File: src/include/nvg_pkg.sv
// shared constants and types for the storage-mapped express output pin
package nvg_pkg;
   // register byte offsets
   localparam logic [7:0] OFF_CMD = 8'h00;
   localparam logic [7:0] OFF_INDEX = 8'h04;
   localparam logic [7:0] OFF_SIZE = 8'h08;
   localparam logic [7:0] OFF_ATTR = 8'h0C;
   localparam logic [7:0] OFF_DATA = 8'h10;
   localparam logic [7:0] OFF_STATUS = 8'h14;
   // command opcodes, CMD[3:0]
   localparam logic [3:0] OP_STARTUP = 4'h1;
   localparam logic [3:0] OP_DEFINE = 4'h2;
   localparam logic [3:0] OP_WRITE = 4'h3;
   localparam logic [3:0] OP_AUTH_WRITE = 4'h4;
   localparam logic [3:0] OP_READ = 4'h5;
   localparam logic [3:0] OP_AUTH_READ = 4'h6;
   localparam logic [3:0] OP_TAKE_OWNER = 4'h7;
   localparam logic [3:0] OP_OWNER_CLEAR = 4'h8;
   localparam logic [3:0] OP_POWER_CHANGE = 4'h9;
   // result codes
   localparam logic [7:0] RC_SUCCESS = 8'h00;
   localparam logic [7:0] RC_AREA_LOCKED = 8'h01;
   localparam logic [7:0] RC_BAD_INDEX = 8'h02;
   localparam logic [7:0] RC_NO_OWNER = 8'h03;
   localparam logic [7:0] RC_UNDEFINED = 8'h04;
   localparam logic [7:0] RC_AUTH_FAIL = 8'h05;
   localparam logic [7:0] RC_BAD_OPCODE = 8'h06;
   // gpio index bands, low byte of the index
   localparam logic [7:0] SLOT_EXPRESS = 8'h00;
   localparam logic [7:0] SLOT_RES_LO = 8'h01;
   localparam logic [7:0] SLOT_RES_HI = 8'h7F;
   // read and write permission attribute positions 1-2 and 16-18
   localparam logic [31:0] PERM_MASK = 32'h0007_0006;
   // status field positions
   localparam int ST_CODE_LSB = 0;
   localparam int ST_DATA_LSB = 8;
   localparam int ST_PIN_BIT = 16;
   localparam int ST_DEF_BIT = 17;
   localparam int ST_OWN_BIT = 18;
   localparam int ST_START_BIT = 19;
   localparam int ST_BUSY_BIT = 20;
   // reset values and axi response codes
   localparam logic PIN_RESET = 1'b1;
   localparam logic [1:0] RESP_OKAY = 2'h0;
   localparam logic [1:0] RESP_SLVERR = 2'h2;

   typedef struct packed {
      logic [7:0] addr;
      logic [31:0] data;
      logic [3:0] strb;
   } nvg_wr_t;

   typedef enum logic [1:0] {
      NVG_IDLE = 2'b01,
      NVG_EXEC = 2'b10
   } nvg_state_t;
endpackage

File: src/hw/nvg_axil_slave.sv
// axi4-lite slave front end: one write and one read in flight
`timescale 1ns/1ps
module nvg_axil_slave (
   // clock and reset
   input wire logic clock,
   input wire logic rst_n,
   // axi4-lite
   input wire logic [7:0] s_axi_awaddr,
   input wire logic s_axi_awvalid,
   output logic s_axi_awready,
   input wire logic [31:0] s_axi_wdata,
   input wire logic [3:0] s_axi_wstrb,
   input wire logic s_axi_wvalid,
   output logic s_axi_wready,
   output logic [1:0] s_axi_bresp,
   output logic s_axi_bvalid,
   input wire logic s_axi_bready,
   input wire logic [7:0] s_axi_araddr,
   input wire logic s_axi_arvalid,
   output logic s_axi_arready,
   output logic [31:0] s_axi_rdata,
   output logic [1:0] s_axi_rresp,
   output logic s_axi_rvalid,
   input wire logic s_axi_rready,
   // register side
   output nvg_pkg::nvg_wr_t wr,
   output logic wr_en,
   input wire logic wr_err,
   output logic [7:0] rd_addr,
   input wire logic [31:0] rd_data,
   input wire logic rd_err
);
   logic aw_q, w_q, bvalid_q, rvalid_q;
   logic [7:0] awaddr_q;
   logic [31:0] wdata_q, rdata_q;
   logic [3:0] wstrb_q;
   logic [1:0] bresp_q, rresp_q;
   wire aw_take = s_axi_awvalid & s_axi_awready;
   wire w_take = s_axi_wvalid & s_axi_wready;
   wire ar_take = s_axi_arvalid & s_axi_arready;

   assign s_axi_awready = ~aw_q & ~bvalid_q;
   assign s_axi_wready = ~w_q & ~bvalid_q;
   assign s_axi_arready = ~rvalid_q;
   assign wr_en = aw_q & w_q & ~bvalid_q;
   assign wr = '{addr: awaddr_q, data: wdata_q, strb: wstrb_q};
   assign rd_addr = s_axi_araddr;
   assign s_axi_bvalid = bvalid_q;
   assign s_axi_bresp = bresp_q;
   assign s_axi_rvalid = rvalid_q;
   assign s_axi_rdata = rdata_q;
   assign s_axi_rresp = rresp_q;

   always_ff @(posedge clock) begin
      if (!rst_n) begin
         aw_q <= 1'b0;
         w_q <= 1'b0;
         bvalid_q <= 1'b0;
         bresp_q <= nvg_pkg::RESP_OKAY;
         awaddr_q <= 8'h00;
         wdata_q <= 32'h0000_0000;
         wstrb_q <= 4'h0;
      end else begin
         if (aw_take) begin
            aw_q <= 1'b1;
            awaddr_q <= s_axi_awaddr;
         end
         if (w_take) begin
            w_q <= 1'b1;
            wdata_q <= s_axi_wdata;
            wstrb_q <= s_axi_wstrb;
         end
         if (wr_en) begin
            aw_q <= 1'b0;
            w_q <= 1'b0;
            bvalid_q <= 1'b1;
            bresp_q <= wr_err ? nvg_pkg::RESP_SLVERR : nvg_pkg::RESP_OKAY;
         end else if (bvalid_q && s_axi_bready) begin
            bvalid_q <= 1'b0;
         end
      end
   end

   always_ff @(posedge clock) begin
      if (!rst_n) begin
         rvalid_q <= 1'b0;
         rdata_q <= 32'h0000_0000;
         rresp_q <= nvg_pkg::RESP_OKAY;
      end else if (ar_take) begin
         rvalid_q <= 1'b1;
         rdata_q <= rd_data;
         rresp_q <= rd_err ? nvg_pkg::RESP_SLVERR : nvg_pkg::RESP_OKAY;
      end else if (rvalid_q && s_axi_rready) begin
         rvalid_q <= 1'b0;
      end
   end
endmodule

File: src/hw/nvg_pin_hold.sv
// express pin level register with preset and read-time sampling
`timescale 1ns/1ps
module nvg_pin_hold (
   // clock and reset
   input wire logic clock,
   input wire logic rst_n,
   // level control
   input wire logic preset,
   input wire logic load,
   input wire logic load_val,
   // read sampling
   input wire logic sense,
   input wire logic sample,
   // outputs
   output logic pin_q,
   output logic sample_q
);
   // preset wins so an undefine can never leave the pin low
   always_ff @(posedge clock) begin
      if (!rst_n) begin
         pin_q <= nvg_pkg::PIN_RESET;
      end else if (preset) begin
         pin_q <= 1'b1;
      end else if (load) begin
         pin_q <= load_val;
      end
   end

   always_ff @(posedge clock) begin
      if (!rst_n) begin
         sample_q <= 1'b0;
      end else if (sample) begin
         sample_q <= sense;
      end
   end
endmodule

File: src/hw/nvg_gpio_top.sv
// storage-index mapped express output pin with axi4-lite command port
`timescale 1ns/1ps
// Functional notes
// RULE_01: gpio slot 00 is express pin, 01-7F reserved unused, 80-FF vendor use.
// RULE_02: without the feature, defining a range covering express index returns area locked.
// RULE_03: express index undefined until defined; pin high while undefined or feature absent.
// RULE_04: any startup drives pin high; unchanged until a value write to express index.
// RULE_05: express area needs an owner; clearing the owner deallocates it.
// RULE_06: pin field is bit 0; bits 1-7 ignored on write, read as zero.
// RULE_07: writing 1 drives pin high, writing 0 drives it low.
// RULE_08: pin holds until next write, power state change, or undefinition.
// RULE_09: value read returns actual pin level sampled when the read executes.
// RULE_10: feature optional; when present it behaves completely as described here.
// RULE_11: no permission attribute bits set in 1-2, 16-18 means public access.
// RULE_12: pin register loads edge after commit; preset high on startup and undefine.
module nvg_gpio_top #(
   parameter logic [31:0] GPIO_BASE = 32'h0000_1000,
   parameter bit FEATURE_EN = 1'b1
) (
   // clock and reset
   input wire logic clock,
   input wire logic rst_n,
   // axi4-lite register port
   input wire logic [7:0] s_axi_awaddr,
   input wire logic s_axi_awvalid,
   output logic s_axi_awready,
   input wire logic [31:0] s_axi_wdata,
   input wire logic [3:0] s_axi_wstrb,
   input wire logic s_axi_wvalid,
   output logic s_axi_wready,
   output logic [1:0] s_axi_bresp,
   output logic s_axi_bvalid,
   input wire logic s_axi_bready,
   input wire logic [7:0] s_axi_araddr,
   input wire logic s_axi_arvalid,
   output logic s_axi_arready,
   output logic [31:0] s_axi_rdata,
   output logic [1:0] s_axi_rresp,
   output logic s_axi_rvalid,
   input wire logic s_axi_rready,
   // express pin
   output logic express_pin_o,
   input wire logic express_pin_sense
);
   nvg_pkg::nvg_wr_t wr;
   logic wr_en, wr_err, rd_err;
   logic [7:0] rd_addr;
   logic [31:0] rd_data;
   nvg_pkg::nvg_state_t state_q, state_d;
   logic [3:0] op_q;
   logic [31:0] index_q, size_q, attr_q, data_q, def_attr_q;
   logic [7:0] code_q, code_d;
   logic owner_q, owner_d, defined_q, defined_d, started_q, started_d;
   logic pin_preset, pin_load, pin_sample, sample_q;

   function automatic logic [31:0] merge(input logic [31:0] old_v, input logic [31:0] new_v,
                                         input logic [3:0] strb);
      logic [31:0] r;
      r = old_v;
      for (int i = 0; i < 4; i++) begin
         if (strb[i]) begin
            r[i*8 +: 8] = new_v[i*8 +: 8];
         end
      end
      return r;
   endfunction

   nvg_axil_slave u_bus (
      .clock(clock),
      .rst_n(rst_n),
      .s_axi_awaddr(s_axi_awaddr),
      .s_axi_awvalid(s_axi_awvalid),
      .s_axi_awready(s_axi_awready),
      .s_axi_wdata(s_axi_wdata),
      .s_axi_wstrb(s_axi_wstrb),
      .s_axi_wvalid(s_axi_wvalid),
      .s_axi_wready(s_axi_wready),
      .s_axi_bresp(s_axi_bresp),
      .s_axi_bvalid(s_axi_bvalid),
      .s_axi_bready(s_axi_bready),
      .s_axi_araddr(s_axi_araddr),
      .s_axi_arvalid(s_axi_arvalid),
      .s_axi_arready(s_axi_arready),
      .s_axi_rdata(s_axi_rdata),
      .s_axi_rresp(s_axi_rresp),
      .s_axi_rvalid(s_axi_rvalid),
      .s_axi_rready(s_axi_rready),
      .wr(wr),
      .wr_en(wr_en),
      .wr_err(wr_err),
      .rd_addr(rd_addr),
      .rd_data(rd_data),
      .rd_err(rd_err)
   );

   // write decode
   wire wr_cmd = wr_en && wr.addr == nvg_pkg::OFF_CMD;
   wire wr_index = wr_en && wr.addr == nvg_pkg::OFF_INDEX;
   wire wr_size = wr_en && wr.addr == nvg_pkg::OFF_SIZE;
   wire wr_attr = wr_en && wr.addr == nvg_pkg::OFF_ATTR;
   wire wr_data = wr_en && wr.addr == nvg_pkg::OFF_DATA;
   assign wr_err = wr_en && !(wr_cmd || wr_index || wr_size || wr_attr || wr_data);
   // a command written while one executes is dropped; software polls busy
   wire idle = state_q == nvg_pkg::NVG_IDLE;
   wire exec = state_q == nvg_pkg::NVG_EXEC;
   wire go = wr_cmd && wr.strb[0] && idle;

   // index classification; the gpio block is 256-aligned at GPIO_BASE
   wire in_gpio = index_q[31:8] == GPIO_BASE[31:8];
   wire [7:0] slot = index_q[7:0];
   wire is_express = in_gpio && slot == nvg_pkg::SLOT_EXPRESS;
   wire is_reserved = in_gpio && slot >= nvg_pkg::SLOT_RES_LO && slot <= nvg_pkg::SLOT_RES_HI;
   wire [31:0] base_gap = GPIO_BASE - index_q;
   wire covers_express = index_q <= GPIO_BASE && base_gap < size_q;
   wire plain_cmd = op_q == nvg_pkg::OP_WRITE || op_q == nvg_pkg::OP_READ;
   wire perm_set = |(def_attr_q & nvg_pkg::PERM_MASK);
   wire is_write = op_q == nvg_pkg::OP_WRITE || op_q == nvg_pkg::OP_AUTH_WRITE;
   wire is_read = op_q == nvg_pkg::OP_READ || op_q == nvg_pkg::OP_AUTH_READ;
   wire access_ok = FEATURE_EN && is_express && defined_q && !(plain_cmd && perm_set);
   wire write_ok = exec && is_write && access_ok;
   wire read_ok = exec && is_read && access_ok;
   wire def_cmd = exec && op_q == nvg_pkg::OP_DEFINE;
   wire def_ok = FEATURE_EN && is_express && owner_q;

   // a single exec cycle lets flags, code and pin all settle on one edge
   always_comb begin
      state_d = state_q;
      case (state_q)
         nvg_pkg::NVG_IDLE: begin
            if (go) begin
               state_d = nvg_pkg::NVG_EXEC;
            end
         end
         nvg_pkg::NVG_EXEC: begin
            state_d = nvg_pkg::NVG_IDLE;
         end
         default: begin
            state_d = nvg_pkg::NVG_IDLE;
         end
      endcase
   end

   // command outcome, evaluated in the single exec cycle
   always_comb begin
      code_d = code_q;
      owner_d = owner_q;
      defined_d = defined_q;
      started_d = started_q;
      pin_preset = 1'b0;
      if (exec) begin
         code_d = nvg_pkg::RC_SUCCESS;
         case (op_q)
            nvg_pkg::OP_STARTUP: begin
               started_d = 1'b1;
               // RULE_04: startup presets high
               pin_preset = 1'b1;
            end
            nvg_pkg::OP_DEFINE: begin
               if (!FEATURE_EN && covers_express) begin
                  // RULE_02: locked when absent
                  code_d = nvg_pkg::RC_AREA_LOCKED;
               end else if (!is_express) begin
                  // RULE_01: only slot 00 served
                  code_d = nvg_pkg::RC_BAD_INDEX;
               end else if (!owner_q) begin
                  // RULE_05: owner required
                  code_d = nvg_pkg::RC_NO_OWNER;
               end else if (size_q == 32'h0000_0000) begin
                  defined_d = 1'b0;
                  // RULE_08: undefinition releases pin
                  pin_preset = 1'b1;
               end else begin
                  // RULE_03: defined only here
                  defined_d = 1'b1;
               end
            end
            nvg_pkg::OP_WRITE, nvg_pkg::OP_AUTH_WRITE, nvg_pkg::OP_READ,
            nvg_pkg::OP_AUTH_READ: begin
               if (!FEATURE_EN || !defined_q) begin
                  // RULE_10: absent feature never defined
                  code_d = is_express ? nvg_pkg::RC_UNDEFINED : nvg_pkg::RC_BAD_INDEX;
               end else if (!is_express) begin
                  code_d = nvg_pkg::RC_BAD_INDEX;
               end else if (plain_cmd && perm_set) begin
                  // RULE_11: public only with no permission bits
                  code_d = nvg_pkg::RC_AUTH_FAIL;
               end
            end
            nvg_pkg::OP_TAKE_OWNER: begin
               owner_d = 1'b1;
            end
            nvg_pkg::OP_OWNER_CLEAR: begin
               owner_d = 1'b0;
               // RULE_05: deallocate on owner clear
               defined_d = 1'b0;
               pin_preset = 1'b1;
            end
            nvg_pkg::OP_POWER_CHANGE: begin
               // RULE_08: power change returns pin high
               pin_preset = 1'b1;
            end
            default: begin
               code_d = nvg_pkg::RC_BAD_OPCODE;
            end
         endcase
      end
   end

   // RULE_06: only bit 0 of the data word reaches the pin
   // RULE_07: written bit sets the level
   assign pin_load = write_ok;
   // RULE_09: sample pin at read execution
   assign pin_sample = read_ok;

   // RULE_12: level register, preset on startup and undefine
   nvg_pin_hold u_pin (
      .clock(clock),
      .rst_n(rst_n),
      .preset(pin_preset),
      .load(pin_load),
      .load_val(data_q[0]),
      .sense(express_pin_sense),
      .sample(pin_sample),
      .pin_q(express_pin_o),
      .sample_q(sample_q)
   );

   always_ff @(posedge clock) begin
      if (!rst_n) begin
         state_q <= nvg_pkg::NVG_IDLE;
         code_q <= nvg_pkg::RC_SUCCESS;
         owner_q <= 1'b0;
         defined_q <= 1'b0;
         started_q <= 1'b0;
      end else begin
         state_q <= state_d;
         code_q <= code_d;
         owner_q <= owner_d;
         defined_q <= defined_d;
         started_q <= started_d;
      end
   end

   always_ff @(posedge clock) begin
      if (!rst_n) begin
         op_q <= 4'h0;
         index_q <= 32'h0000_0000;
         size_q <= 32'h0000_0000;
         attr_q <= 32'h0000_0000;
         data_q <= 32'h0000_0000;
         def_attr_q <= 32'h0000_0000;
      end else begin
         if (go) op_q <= wr.data[3:0];
         if (wr_index) index_q <= merge(index_q, wr.data, wr.strb);
         if (wr_size) size_q <= merge(size_q, wr.data, wr.strb);
         if (wr_attr) attr_q <= merge(attr_q, wr.data, wr.strb);
         if (wr_data) data_q <= merge(data_q, wr.data, wr.strb);
         if (def_cmd && def_ok && size_q != 32'h0000_0000) def_attr_q <= attr_q;
      end
   end

   // read decode
   wire [7:0] rd_byte = {7'h00, sample_q};
   logic [31:0] status_w;
   always_comb begin
      status_w = 32'h0000_0000;
      status_w[nvg_pkg::ST_CODE_LSB +: 8] = code_q;
      status_w[nvg_pkg::ST_DATA_LSB +: 8] = rd_byte;
      status_w[nvg_pkg::ST_PIN_BIT] = express_pin_o;
      status_w[nvg_pkg::ST_DEF_BIT] = defined_q;
      status_w[nvg_pkg::ST_OWN_BIT] = owner_q;
      status_w[nvg_pkg::ST_START_BIT] = started_q;
      status_w[nvg_pkg::ST_BUSY_BIT] = !idle;
   end
   wire rd_cmd = rd_addr == nvg_pkg::OFF_CMD;
   wire rd_index = rd_addr == nvg_pkg::OFF_INDEX;
   wire rd_size = rd_addr == nvg_pkg::OFF_SIZE;
   wire rd_attr = rd_addr == nvg_pkg::OFF_ATTR;
   wire rd_datar = rd_addr == nvg_pkg::OFF_DATA;
   wire rd_status = rd_addr == nvg_pkg::OFF_STATUS;
   assign rd_data = rd_cmd ? {28'h000_0000, op_q} :
                    rd_index ? index_q :
                    rd_size ? size_q :
                    rd_attr ? attr_q :
                    rd_datar ? data_q :
                    rd_status ? status_w : 32'h0000_0000;
   assign rd_err = !(rd_cmd || rd_index || rd_size || rd_attr || rd_datar || rd_status);
endmodule

File: config.mk
export PLATFORM = sky130hd
export DESIGN_NAME = nvg_gpio_top
export DESIGN_NICKNAME = d
export VERILOG_FILES = /design/src/include/nvg_pkg.sv /design/src/hw/nvg_axil_slave.sv /design/src/hw/nvg_pin_hold.sv /design/src/hw/nvg_gpio_top.sv
export SDC_FILE = /design/constraint.sdc
export NUM_CORES = 1
export LEC_CHECK = 0
export BUFFER_PORTS_ARGS = -buffer_cell sky130_fd_sc_hd__buf_4
export CORE_ASPECT_RATIO = 0.6
export CORE_MARGIN = 2
export CORE_UTILIZATION = 45
export CTS_BUF_LIST = sky130_fd_sc_hd__clkbuf_8
export CTS_CLUSTER_DIAMETER = 150
export DETAILED_ROUTE_END_ITERATION = 8
export SYNTH_ARGS = -nofsm -noshare
export SYNTH_HDL_FRONTEND = slang
export SYNTH_HIERARCHICAL = 1
export SYNTH_SLANG_ARGS = --single-unit
File: constraint.sdc
create_clock -name clock -period 7 [get_ports clock]
set_input_delay 1.05 -clock clock [delete_from_list [all_inputs] [get_ports clock]]
set_output_delay 1.05 -clock clock [all_outputs]
set_load 0.01 [all_outputs]
==> impl_results.rst, run 1 <==
.. list-table::
   :header-rows: 1

   * - Metric
     - Value
   * - Synth Area in Compound Gates
     - 0.166
   * - Via density per instance
     - around 5.6
   * - Fraction of layout cells with a size suffix above 1
     - 0.128
   * - Clk pwr share
     - 0.414
   * - Clock Pin Slew Worst Setup and Hold Paths
     - approximately 60 ps
   * - Post-synthesis async set-or-reset flop share
     - 0
   * - Simple logic cell fraction of the synthesized area
     - 0.242
   * - Sequential cell fraction of total power
     - 0.529
   * - Sink of the worst hold path
     - attr_q[22]
   * - Routability cong.
     - 0.825
   * - XOR/XNOR share of the synthesized area
     - 0.00348
   * - Adder and majority cell fraction of the synthesized area
     - 0
   * - Chip Width
     - 197 um
   * - Die outline area
     - between 0.02 and 0.025 mm^2
   * - H-tree depth
     - 2
   * - Worst setup EP type
     - register
   * - Max_slew headroom
     - 0.239
   * - Most frequent cell after synthesis
     - sky130_fd_sc_hd__nand2_1
   * - Synth top area share
     - 0.456
   * - Number of synthesis warnings
     - 6
   * - Area growth syn-to-layout
     - 12.9%
   * - Combinational family with the most area after synthesis
     - simple AND/OR/NAND/NOR gates
   * - Req. time, crit path
     - about 7400 ps
   * - Setup repair after global routing missed its margin
     - no
   * - Starting Density
     - 0.458
   * - Number of synthesized flops with an enable pin
     - 0
   * - Critical register-to-register path endpoint
     - size_q[18]
   * - Fraction of synthesized area in multiplexers
     - 0.0748
   * - Final worst-path cycle share
     - 0.443
   * - Setup_tns
     - 0 ps
   * - Count of buffers from port buffering
     - around 100
   * - Data arrival time of the critical path
     - 3470 ps
   * - TritonCTS clock tree
     - built
   * - Skew final
     - about 16 ps
   * - Path category of the worst min-delay check
     - register to register
   * - Number of standard-cell rows in the floorplan
     - 42
   * - Critical path peak fanout
     - 17
   * - Gr usage total
     - 0.258
   * - Seq/Total Area, Yosys
     - 0.456
   * - Total number of clock tree sinks
     - about 230
   * - Avg Inst Size Synth
     - between 8 and 9 um^2
   * - Fmax
     - roughly 0.32 GHz
   * - CTS-repair resized insts
     - 0
   * - Worst supply voltage drop on vdd
     - approximately 0.16 mV
   * - Std-Cell Core Area
     - 0.0220 mm^2
   * - CTS buffer count
     - 37
   * - Most common library cells after synthesis
     - sky130_fd_sc_hd__nand2_1 (259), sky130_fd_sc_hd__dfxtp_1 (229), sky130_fd_sc_hd__nand3_1 (117)
   * - Count of hold buffers inserted by post-cts repair
     - 0
   * - Final Total Pwr
     - 2600 uW
   * - Min Clock Period, post-route
     - slightly above 3000 ps
   * - Pwr Density
     - 229 mW/mm^2
   * - Max Cap Violations
     - 0
   * - Number of top-level design ports
     - roughly 100
   * - Final count of negative-setup-slack endpoints
     - 0
   * - Hold slack final
     - between 400 and 500 ps
   * - Clock latency on the worst-skew pair
     - around 510 ps
   * - Number of stages on the worst hold path
     - 2
   * - Overall routed net length
     - 30,700 um
   * - Number of flip-flops and latches in the synthesized netlist
     - approximately 230
   * - Net switching power of the design
     - approximately 660 uW
   * - Antenna diodes
     - 0
   * - Buffer levels on the longest clock path
     - 3
   * - Initial antenna violation count
     - 0
   * - Placed cell count
     - 1,517
   * - Grt ovf
     - 0
   * - Worst min-delay path startpoint
     - attr_q[22]
   * - Maximum number of pins on one net before global-route repair
     - 78
   * - Die height
     - 120 um
   * - Root Driver
     - sky130_fd_sc_hd__clkbuf_8
   * - CP Launch Type
     - register
   * - Slew at the pin closest to its max-slew limit
     - between 1000 and 1500 ps
   * - Post-route ant nets
     - 0
   * - Cells taking the most area after synthesis
     - sky130_fd_sc_hd__dfxtp_1 (46%), sky130_fd_sc_hd__nand2_1 (9.7%), sky130_fd_sc_hd__mux2i_1 (7.4%)
   * - Cell type with the largest total area after synthesis
     - sky130_fd_sc_hd__dfxtp_1
   * - Average wire per cell in the routed design
     - between 15 and 20 um
   * - Number of hold violations in the final report
     - 0
   * - Part of the power in combinational logic
     - 0.057
   * - Post-CTS setup buffer count
     - 0
   * - Crit Path Category
     - register to register
   * - R2R Path Start
     - u_bus/awaddr_q[1]
   * - Setup ws final
     - between 3000 and 4000 ps
   * - Nets@finish
     - between 1,000 and 1,500
   * - Final cell count without fillers
     - roughly 1,600
   * - Detailed router's first-iteration violation count
     - ~900
   * - Dpl hpwl
     - about 21,000 um
   * - Vias in the first global route
     - 7,769
   * - Switching share of power
     - 0.254
   * - Detailed-routing iteration count for the pre-antenna-repair pass
     - 5
   * - Setup slack after placement
     - approximately 3500 ps
   * - Synth Cell Area
     - 0.0101 mm^2
   * - DR DRC count
     - 0
   * - Prevailing post-synth register cell
     - sky130_fd_sc_hd__dfxtp_1
   * - Leakage dissipation
     - approximately 0.0041 uW
   * - Count of final max-slew check failures
     - 0
   * - Total vias in the final route
     - 8,862
   * - Register-to-register path setup slack
     - between 3000 and 4000 ps
   * - Design internal power
     - approximately 1900 uW
   * - R2R depth
     - 5
   * - Distinct cell type count of the synthesized netlist
     - 58
   * - Mapped Cells
     - roughly 1,200
   * - Outcome
     - finished, final reports clean
   * - Global-route wire length before repair
     - between 40,000 and 50,000 um
[metal layers]
layer / share of wire / vias up / global-route usage
met5: 0 / - / 0
met4: 0.011 / 0 / 0.0446
met3: 0.098 / 36 / 0.0613
met2: 0.35 / 355 / 0.301
met1: 0.54 / 4099 / 0.448
li1: - / 4372 / -
[critical path: stages (launching register included)]
cell and delay [ps]:
sky130_fd_sc_hd__dfxtp_1 310, sky130_fd_sc_hd__or4_4 580, sky130_fd_sc_hd__nor4b_4 890, sky130_fd_sc_hd__nand4b_1 770, sky130_fd_sc_hd__mux2i_1 340, sky130_fd_sc_hd__nor2_1 60
[cells by family (layout without fill, tap and decap cells)]
kind of cell              after synthesis  count (layout)
buffers and inverters                 113             178
xor gates and xnor gates                4               4
muxes                                  75              75
and+or+nand+nor                       521             521
AOI/OAI and AO/OA                     285             285
DFF                                   229             229
other                                   1               2
[final cells by class]
| class | count | area, um^2 |
|---|---|---|
| inverter | 8 | 30.0 |
| sequential | 229 | 4580 |
| clock buffer | 43 | 592 |
| timing repair buffer | 107 | 807 |
| tap | 286 | 358 |
| multi-input combinational | 887 | 4900 |
| fill | 2177 | 10600 |
| clock inverter | 20 | 78.8 |
[how the worst max path moves through the flow]
stage	startpoint	to	depth (start not counted)
2_1_floorplan	s_axi_araddr[6]	u_bus/s_axi_rdata[11]	10
3_3_place_gp	s_axi_araddr[6]	u_bus/s_axi_rdata[30]	8
3_5_place_dp	s_axi_araddr[6]	u_bus/s_axi_rdata[20]	8
4_1_cts	u_bus/awaddr_q[1]	size_q[18]	5
5_1_grt	s_axi_araddr[6]	u_bus/s_axi_rdata[15]	8
6_report	u_bus/awaddr_q[1]	size_q[18]	5
[cell usage in the layout, fill, tap and decap left out, types with 4 or more instances in the layout]
cell and count:
sky130_fd_sc_hd__a21boi_0 38, sky130_fd_sc_hd__a21oi_1 82, sky130_fd_sc_hd__a22oi_1 22, sky130_fd_sc_hd__a2bb2oi_1 5, sky130_fd_sc_hd__a31oi_1 4, sky130_fd_sc_hd__and3_1 6, sky130_fd_sc_hd__and4_1 5, sky130_fd_sc_hd__buf_4 106
sky130_fd_sc_hd__clkbuf_8 43, sky130_fd_sc_hd__dfxtp_1 229, sky130_fd_sc_hd__inv_1 26, sky130_fd_sc_hd__mux2i_1 74, sky130_fd_sc_hd__nand2_1 259, sky130_fd_sc_hd__nand2b_1 7, sky130_fd_sc_hd__nand3_1 117, sky130_fd_sc_hd__nand3b_1 4
sky130_fd_sc_hd__nand4_1 9, sky130_fd_sc_hd__nand4b_1 7, sky130_fd_sc_hd__nor2_1 57, sky130_fd_sc_hd__nor2b_1 8, sky130_fd_sc_hd__nor3_1 6, sky130_fd_sc_hd__nor4_1 17, sky130_fd_sc_hd__o21ai_0 97, sky130_fd_sc_hd__o21ai_1 13
sky130_fd_sc_hd__o22ai_1 4, sky130_fd_sc_hd__o31ai_1 6
[power by group through the flow]
stage	combinational [uW]	clock, uW	sequential [uW]
3_5_place_dp	148	0	1400
6_report	149	1070	1370
4_1_cts	148	1090	1370
5_1_grt	163	1160	1380
3_3_place_gp	147	0	1400
2_1_floorplan	111	0	1370
[registers in the layout, summed over array words and instances, names as in the netlist]
signal,count
u_pin/sample_q,1
size_q,32
u_bus/wstrb_q,4
code_q,3
u_bus/s_axi_rdata,32
def_attr_q,5
u_bus/s_axi_bresp,1
u_bus/w_q,1
u_bus/wdata_q,32
op_q,4
u_bus/s_axi_rresp,1
started_q,1
u_bus/s_axi_rvalid,1
u_bus/awaddr_q,8
u_bus/aw_q,1
attr_q,32
owner_q,1
defined_q,1
state_q,2
u_bus/s_axi_bvalid,1
data_q,32
index_q,32
u_pin/pin_q,1
[stage by stage]
| step | instance area [um^2] | utilization |
|---|---|---|
| floorplan | 10100 | - |
| global placement | 10700 | 0.486 |
| detailed placement | 10700 | 0.486 |
| CTS | 11300 | 0.517 |
| global route | 11300 | 0.517 |
| finish | 11300 | 0.517 |
Power figures use the tool's default switching activity.
==> run 2, diff against run 1 <==
- PLACE_DENSITY: unset -> 0.66
- clock period: 7 -> 2.8 ns (I/O delays scaled with it)
==> impl_results.rst, run 2 (same netlist as run 1, synthesis figures left out) <==
.. list-table::
   :header-rows: 1

   * - Metric
     - Value
   * - Outcome
     - finished, final reports clean
   * - Die outline area
     - 0.0236 mm^2
   * - Setup_tns
     - 0 ps
   * - CTS buffer count
     - 35
   * - Part of the power in combinational logic
     - 0.063
   * - Count of buffers from port buffering
     - slightly below 100
   * - Total number of clock tree sinks
     - 229
   * - Number of standard-cell rows in the floorplan
     - 42
   * - Post-route ant nets
     - 0
   * - Initial antenna violation count
     - 0
   * - Commonest non-fill, non-tap cells in the layout
     - sky130_fd_sc_hd__nand2_1 (259), sky130_fd_sc_hd__dfxtp_1 (229), sky130_fd_sc_hd__buf_4 (122)
   * - Req. time, crit path
     - between 3000 and 4000 ps
   * - Skew final
     - roughly 18 ps
   * - Post-CTS setup buffer count
     - 0
   * - Detailed router's first-iteration violation count
     - between 1,000 and 1,500
   * - Sequential cell fraction of total power
     - 0.532
   * - Chip Width
     - around 200 um
   * - DR DRC count
     - 0
   * - Setup repair after global routing missed its margin
     - no
   * - Global-route wire length before repair
     - around 47,000 um
   * - Number of hold violations in the final report
     - 0
   * - Net switching power of the design
     - approximately 1600 uW
   * - Area growth syn-to-layout
     - 14.3%
   * - Max_slew headroom
     - 0.419
   * - Path category of the worst min-delay check
     - input pin to register
   * - Design internal power
     - about 4800 uW
   * - Fraction of layout cells with a size suffix above 1
     - 0.141
   * - Final worst-path cycle share
     - 0.848
   * - Count of final max-slew check failures
     - 0
   * - Most common cell after layout, fill and taps aside
     - sky130_fd_sc_hd__nand2_1
   * - Setup ws final
     - about 430 ps
   * - Switching share of power
     - 0.255
   * - Post-placement cell area
     - between 0.01 and 0.015 mm^2
   * - Leakage dissipation
     - approximately 0.0042 uW
   * - Routability cong.
     - 0.855
   * - Data arrival time of the critical path
     - roughly 2800 ps
   * - Vias in the first global route
     - 8,019
   * - Via density per instance
     - roughly 5.7
   * - Gr usage total
     - 0.257
   * - Root Driver
     - sky130_fd_sc_hd__clkbuf_8
   * - TritonCTS clock tree
     - built
   * - Slew at the pin closest to its max-slew limit
     - approximately 860 ps
   * - Buffer levels on the longest clock path
     - 3
   * - Worst supply voltage drop on vdd
     - roughly 0.28 mV
   * - Min Clock Period, post-route
     - 2370 ps
   * - Final count of negative-setup-slack endpoints
     - 0
   * - CP Launch Type
     - register
   * - Maximum number of pins on one net before global-route repair
     - about 120
   * - Total vias in the final route
     - roughly 9,100
   * - Nets@finish
     - 1,348
   * - Crit Path Category
     - register to register
   * - Fmax
     - 0.421 GHz
   * - Max Cap Violations
     - 0
   * - Average wire per cell in the routed design
     - 19.2 um
   * - CTS-repair resized insts
     - 0
   * - Grt ovf
     - 0
   * - Detailed-routing iteration count for the pre-antenna-repair pass
     - 5
   * - Clk pwr share
     - 0.405
   * - Dpl hpwl
     - between 20,000 and 25,000 um
   * - Clock latency on the worst-skew pair
     - 520 ps
   * - Setup slack after placement
     - 334 ps
   * - H-tree depth
     - 2
   * - Clock Pin Slew Worst Setup and Hold Paths
     - 60 ps
   * - Area of all placed cells without fillers
     - about 0.011 mm^2
   * - Critical path peak fanout
     - 15
   * - Number of top-level design ports
     - between 100 and 150
   * - Count of hold buffers inserted by post-cts repair
     - 0
   * - Starting Density
     - 0.458
   * - Pwr Density
     - 559 mW/mm^2
   * - Antenna diodes
     - 0
   * - Worst setup EP type
     - register
   * - Overall routed net length
     - between 30,000 and 40,000 um
   * - Die height
     - about 120 um
   * - Std-Cell Core Area
     - around 0.022 mm^2
==> run 2: changes by cell type in the layout (fill, tap and decap cells not counted), sizes merged <==
cell	delta
inv	-8
clkbuf	-2
buf	+20
==> run 2: stage by stage <==
step | instances | utilization | hold WS (ps) | power [uW]
finish | 1590 | 0.523 | 120 | 6420
global route | 1590 | 0.523 | 105 | 6640
CTS | 1590 | 0.523 | 103 | 6450
detailed placement | 1537 | 0.495 | 445 | 3880
global placement | 1537 | 0.495 | 438 | 3880
floorplan | 1229 | - | 432 | 3710
==> run 2: cell type report <==
| type | count | area, um^2 |
|---|---|---|
| tap | 286 | 358 |
| timing repair buffer | 127 | 1010 |
| inverter | 8 | 30.0 |
| fill | 2171 | 10500 |
| clock buffer | 41 | 564 |
| sequential | 229 | 4580 |
| multi-input combinational | 887 | 4900 |
| clock inverter | 12 | 53.8 |
==> run 2: critical path, stage by stage, from the launching register on <==
cell and delay [ps]:
sky130_fd_sc_hd__dfxtp_1 310, sky130_fd_sc_hd__or4_4 580, sky130_fd_sc_hd__nor4b_4 220, sky130_fd_sc_hd__buf_4 230
sky130_fd_sc_hd__buf_4 150, sky130_fd_sc_hd__and4_1 460, sky130_fd_sc_hd__mux2i_1 260, sky130_fd_sc_hd__nor2_1 50
==> run 2: worst paths after layout <==
check | start | end | slack [ps] | cells after the start
setup / recovery | u_bus/awaddr_q[1] | op_q[3] | 430 | 7
hold / removal | s_axi_wstrb[3] | u_bus/wstrb_q[3] | 120 | 3
setup reg to reg | u_bus/awaddr_q[1] | op_q[3] | 430 | 7
hold reg to reg | attr_q[5] | attr_q[5] | 450 | 2
==> run 2: power by group through the flow <==
| stage | Combinational (uW) | Sequential, uW | Clock, uW |
|---|---|---|---|
| finish | 404 | 3420 | 2600 |
| detailed placement | 401 | 3480 | 0 |
| floorplan | 278 | 3430 | 0 |
| CTS | 402 | 3410 | 2640 |
| global route | 442 | 3420 | 2780 |
| global placement | 399 | 3480 | 0 |
==> run 2: layer usage <==
metal	up-vias	GRT usage	wire, um
li1	4387	-	-
met1	4242	0.422	15500
met4	0	0.0404	237
met2	435	0.316	11000
met3	22	0.0821	3840
met5	-	0	0
==> run 3, diff against run 2 <==
- clock period: 2.8 -> 2.1 ns (I/O delays scaled with it)
==> impl_results.rst, run 3 (same netlist as run 1, synthesis figures left out) <==
.. list-table::
   :header-rows: 1

   * - Metric
     - Value
   * - Root Driver
     - sky130_fd_sc_hd__clkbuf_8
   * - Count of buffers from port buffering
     - between 90 and 100
   * - Maximum number of pins on one net before global-route repair
     - 91
   * - Nets@finish
     - between 1,000 and 1,500
   * - Total number of clock tree sinks
     - 229
   * - Highest routing layer actually used
     - met4
   * - Skew final
     - 16.6 ps
   * - R2R depth
     - 7
   * - Gr usage total
     - 0.258
   * - Max_slew headroom
     - 0.594
   * - Detailed-routing iteration count for the pre-antenna-repair pass
     - 5
   * - Initial antenna violation count
     - 0
   * - Chip Width
     - 197 um
   * - R2R Path Start
     - u_bus/awaddr_q[1]
   * - Antenna diodes
     - 0
   * - End point of the critical path
     - op_q[3]
   * - Total met2 wirelength after detailed routing
     - approximately 11,000 um
   * - Crit Path Category
     - register to register
   * - Starting Density
     - 0.458
   * - Worst supply voltage drop on vdd
     - ~0.34 mV
   * - CP Launch Point
     - u_bus/awaddr_q[1]
   * - Area growth syn-to-layout
     - 22.9%
   * - Fraction of layout cells with a size suffix above 1
     - 0.201
   * - Req. time, crit path
     - around 2500 ps
   * - Overall routed net length
     - approximately 30,000 um
   * - Via density per instance
     - roughly 5.6
   * - Most common cell after layout, fill and taps aside
     - sky130_fd_sc_hd__nand2_1
   * - Final count of negative-setup-slack endpoints
     - 0
   * - Commonest non-fill, non-tap cells in the layout
     - sky130_fd_sc_hd__nand2_1 (254), sky130_fd_sc_hd__dfxtp_1 (226), sky130_fd_sc_hd__buf_4 (168)
   * - Leakage dissipation
     - roughly 0.0046 uW
   * - Path category of the worst min-delay check
     - input pin to register
   * - Vias in the first global route
     - approximately 8,000
   * - Worst setup EP type
     - register
   * - Fmax
     - 0.478 GHz
   * - Detailed router's first-iteration violation count
     - between 1,000 and 1,500
   * - Clock Pin Slew Worst Setup and Hold Paths
     - 60 ps
   * - Final Util
     - 0.563
   * - Hold slack final
     - roughly 19 ps
   * - Average wire per cell in the routed design
     - ~19 um
   * - Data arrival time of the critical path
     - between 2000 and 3000 ps
   * - Critical register-to-register path endpoint
     - op_q[3]
   * - Count of final max-slew check failures
     - 0
   * - Setup repair after global routing missed its margin
     - yes
   * - Final worst-path cycle share
     - 0.997
   * - Routability cong.
     - 0.878
   * - Clock latency on the worst-skew pair
     - approximately 520 ps
   * - Grt ovf
     - 0
   * - Slew at the pin closest to its max-slew limit
     - between 600 and 700 ps
   * - Final Total Pwr
     - between 8000 and 9000 uW
   * - CTS buffer count
     - 35
   * - Total met3 wirelength after detailed routing
     - roughly 3600 um
   * - Total vias in the final route
     - about 9,300
   * - Critical path peak fanout
     - 16
   * - Global-route wire length before repair
     - ~47,000 um
   * - Die outline area
     - between 0.02 and 0.025 mm^2
   * - Number of standard-cell rows in the floorplan
     - between 40 and 50
   * - Outcome
     - finished, final reports clean
   * - Met1 Routed Length
     - 15,700 um
   * - Die height
     - between 100 and 150 um
   * - Post-route ant nets
     - 0
   * - CP Launch Type
     - register
   * - Number of hold violations in the final report
     - 0
   * - Count of hold buffers inserted by post-cts repair
     - 0
   * - H-tree depth
     - 2
   * - Setup_tns
     - 0 ps
   * - Min Clock Period, post-route
     - 2090 ps
   * - Number of top-level design ports
     - slightly above 100
   * - DR DRC count
     - 0
   * - Pwr Density
     - 703 mW/mm^2
   * - Dpl hpwl
     - 22,100 um
   * - TritonCTS clock tree
     - built
   * - Buffer levels on the longest clock path
     - 3
   * - Register-to-register path setup slack
     - approximately 6.3 ps
   * - Max Cap Violations
     - 0
   * - Std-Cell Core Area
     - 0.0220 mm^2
## run 3: worst min-delay path by stage
stage	start	end	cells past startpoint
global route	s_axi_awaddr[5]	u_bus/awaddr_q[5]	3
detailed placement	attr_q[3]	attr_q[3]	2
CTS	s_axi_wdata[7]	u_bus/wdata_q[7]	3
global placement	attr_q[22]	attr_q[22]	2
finish	s_axi_awaddr[5]	u_bus/awaddr_q[5]	3
floorplan	rst_n	u_pin/pin_q	1
## run 3: critical path: stages, from the launching register on
cell	delay, ps
sky130_fd_sc_hd__dfxtp_2	320
sky130_fd_sc_hd__or4_4	580
sky130_fd_sc_hd__nor4b_4	300
sky130_fd_sc_hd__buf_12	190
sky130_fd_sc_hd__and4_1	210
sky130_fd_sc_hd__buf_6	140
sky130_fd_sc_hd__mux2i_1	200
sky130_fd_sc_hd__nor2_1	50
## run 3: power breakdown
group / internal, uW / total, uW / switching (uW)
registers: 4410 / 4540 / 123
clock network: 1810 / 3560 / 1740
logic: 241 / 595 / 354
total: 6470 / 8690 / 2220
## run 3: stage by stage
step           area (um^2)  setup slack (ps)  instances
4_1_cts              12300             0.501       1662
3_3_place_gp         11600              -170       1602
6_report             12400              6.26       1662
5_1_grt              12400             -67.6       1662
3_5_place_dp         11600              -192       1602
2_1_floorplan        10100             -19.5       1229
## run 3: layer usage
layer	global-route usage	up-vias
li1	-	4527
met1	0.442	4318
met2	0.316	437
met3	0.0540	37
met4	0.0418	0
met5	0	-
## run 3: area by class of cell
class,count,area (um^2)
multi-input combinational,887,5020
clock buffer,42,578
tap,286,358
fill,2109,9600
sequential,229,4590
inverter,8,30.0
timing repair buffer,193,1710
clock inverter,17,77.6
## run 3: what timing repair did
| action | in CTS | in global routing |
|---|---|---|
| setup buffers | 1 | 0 |
| resized for setup | 5 | 29 |
| setup endpoints to repair | 13 | 87 |
| pin swaps | 0 | 7 |
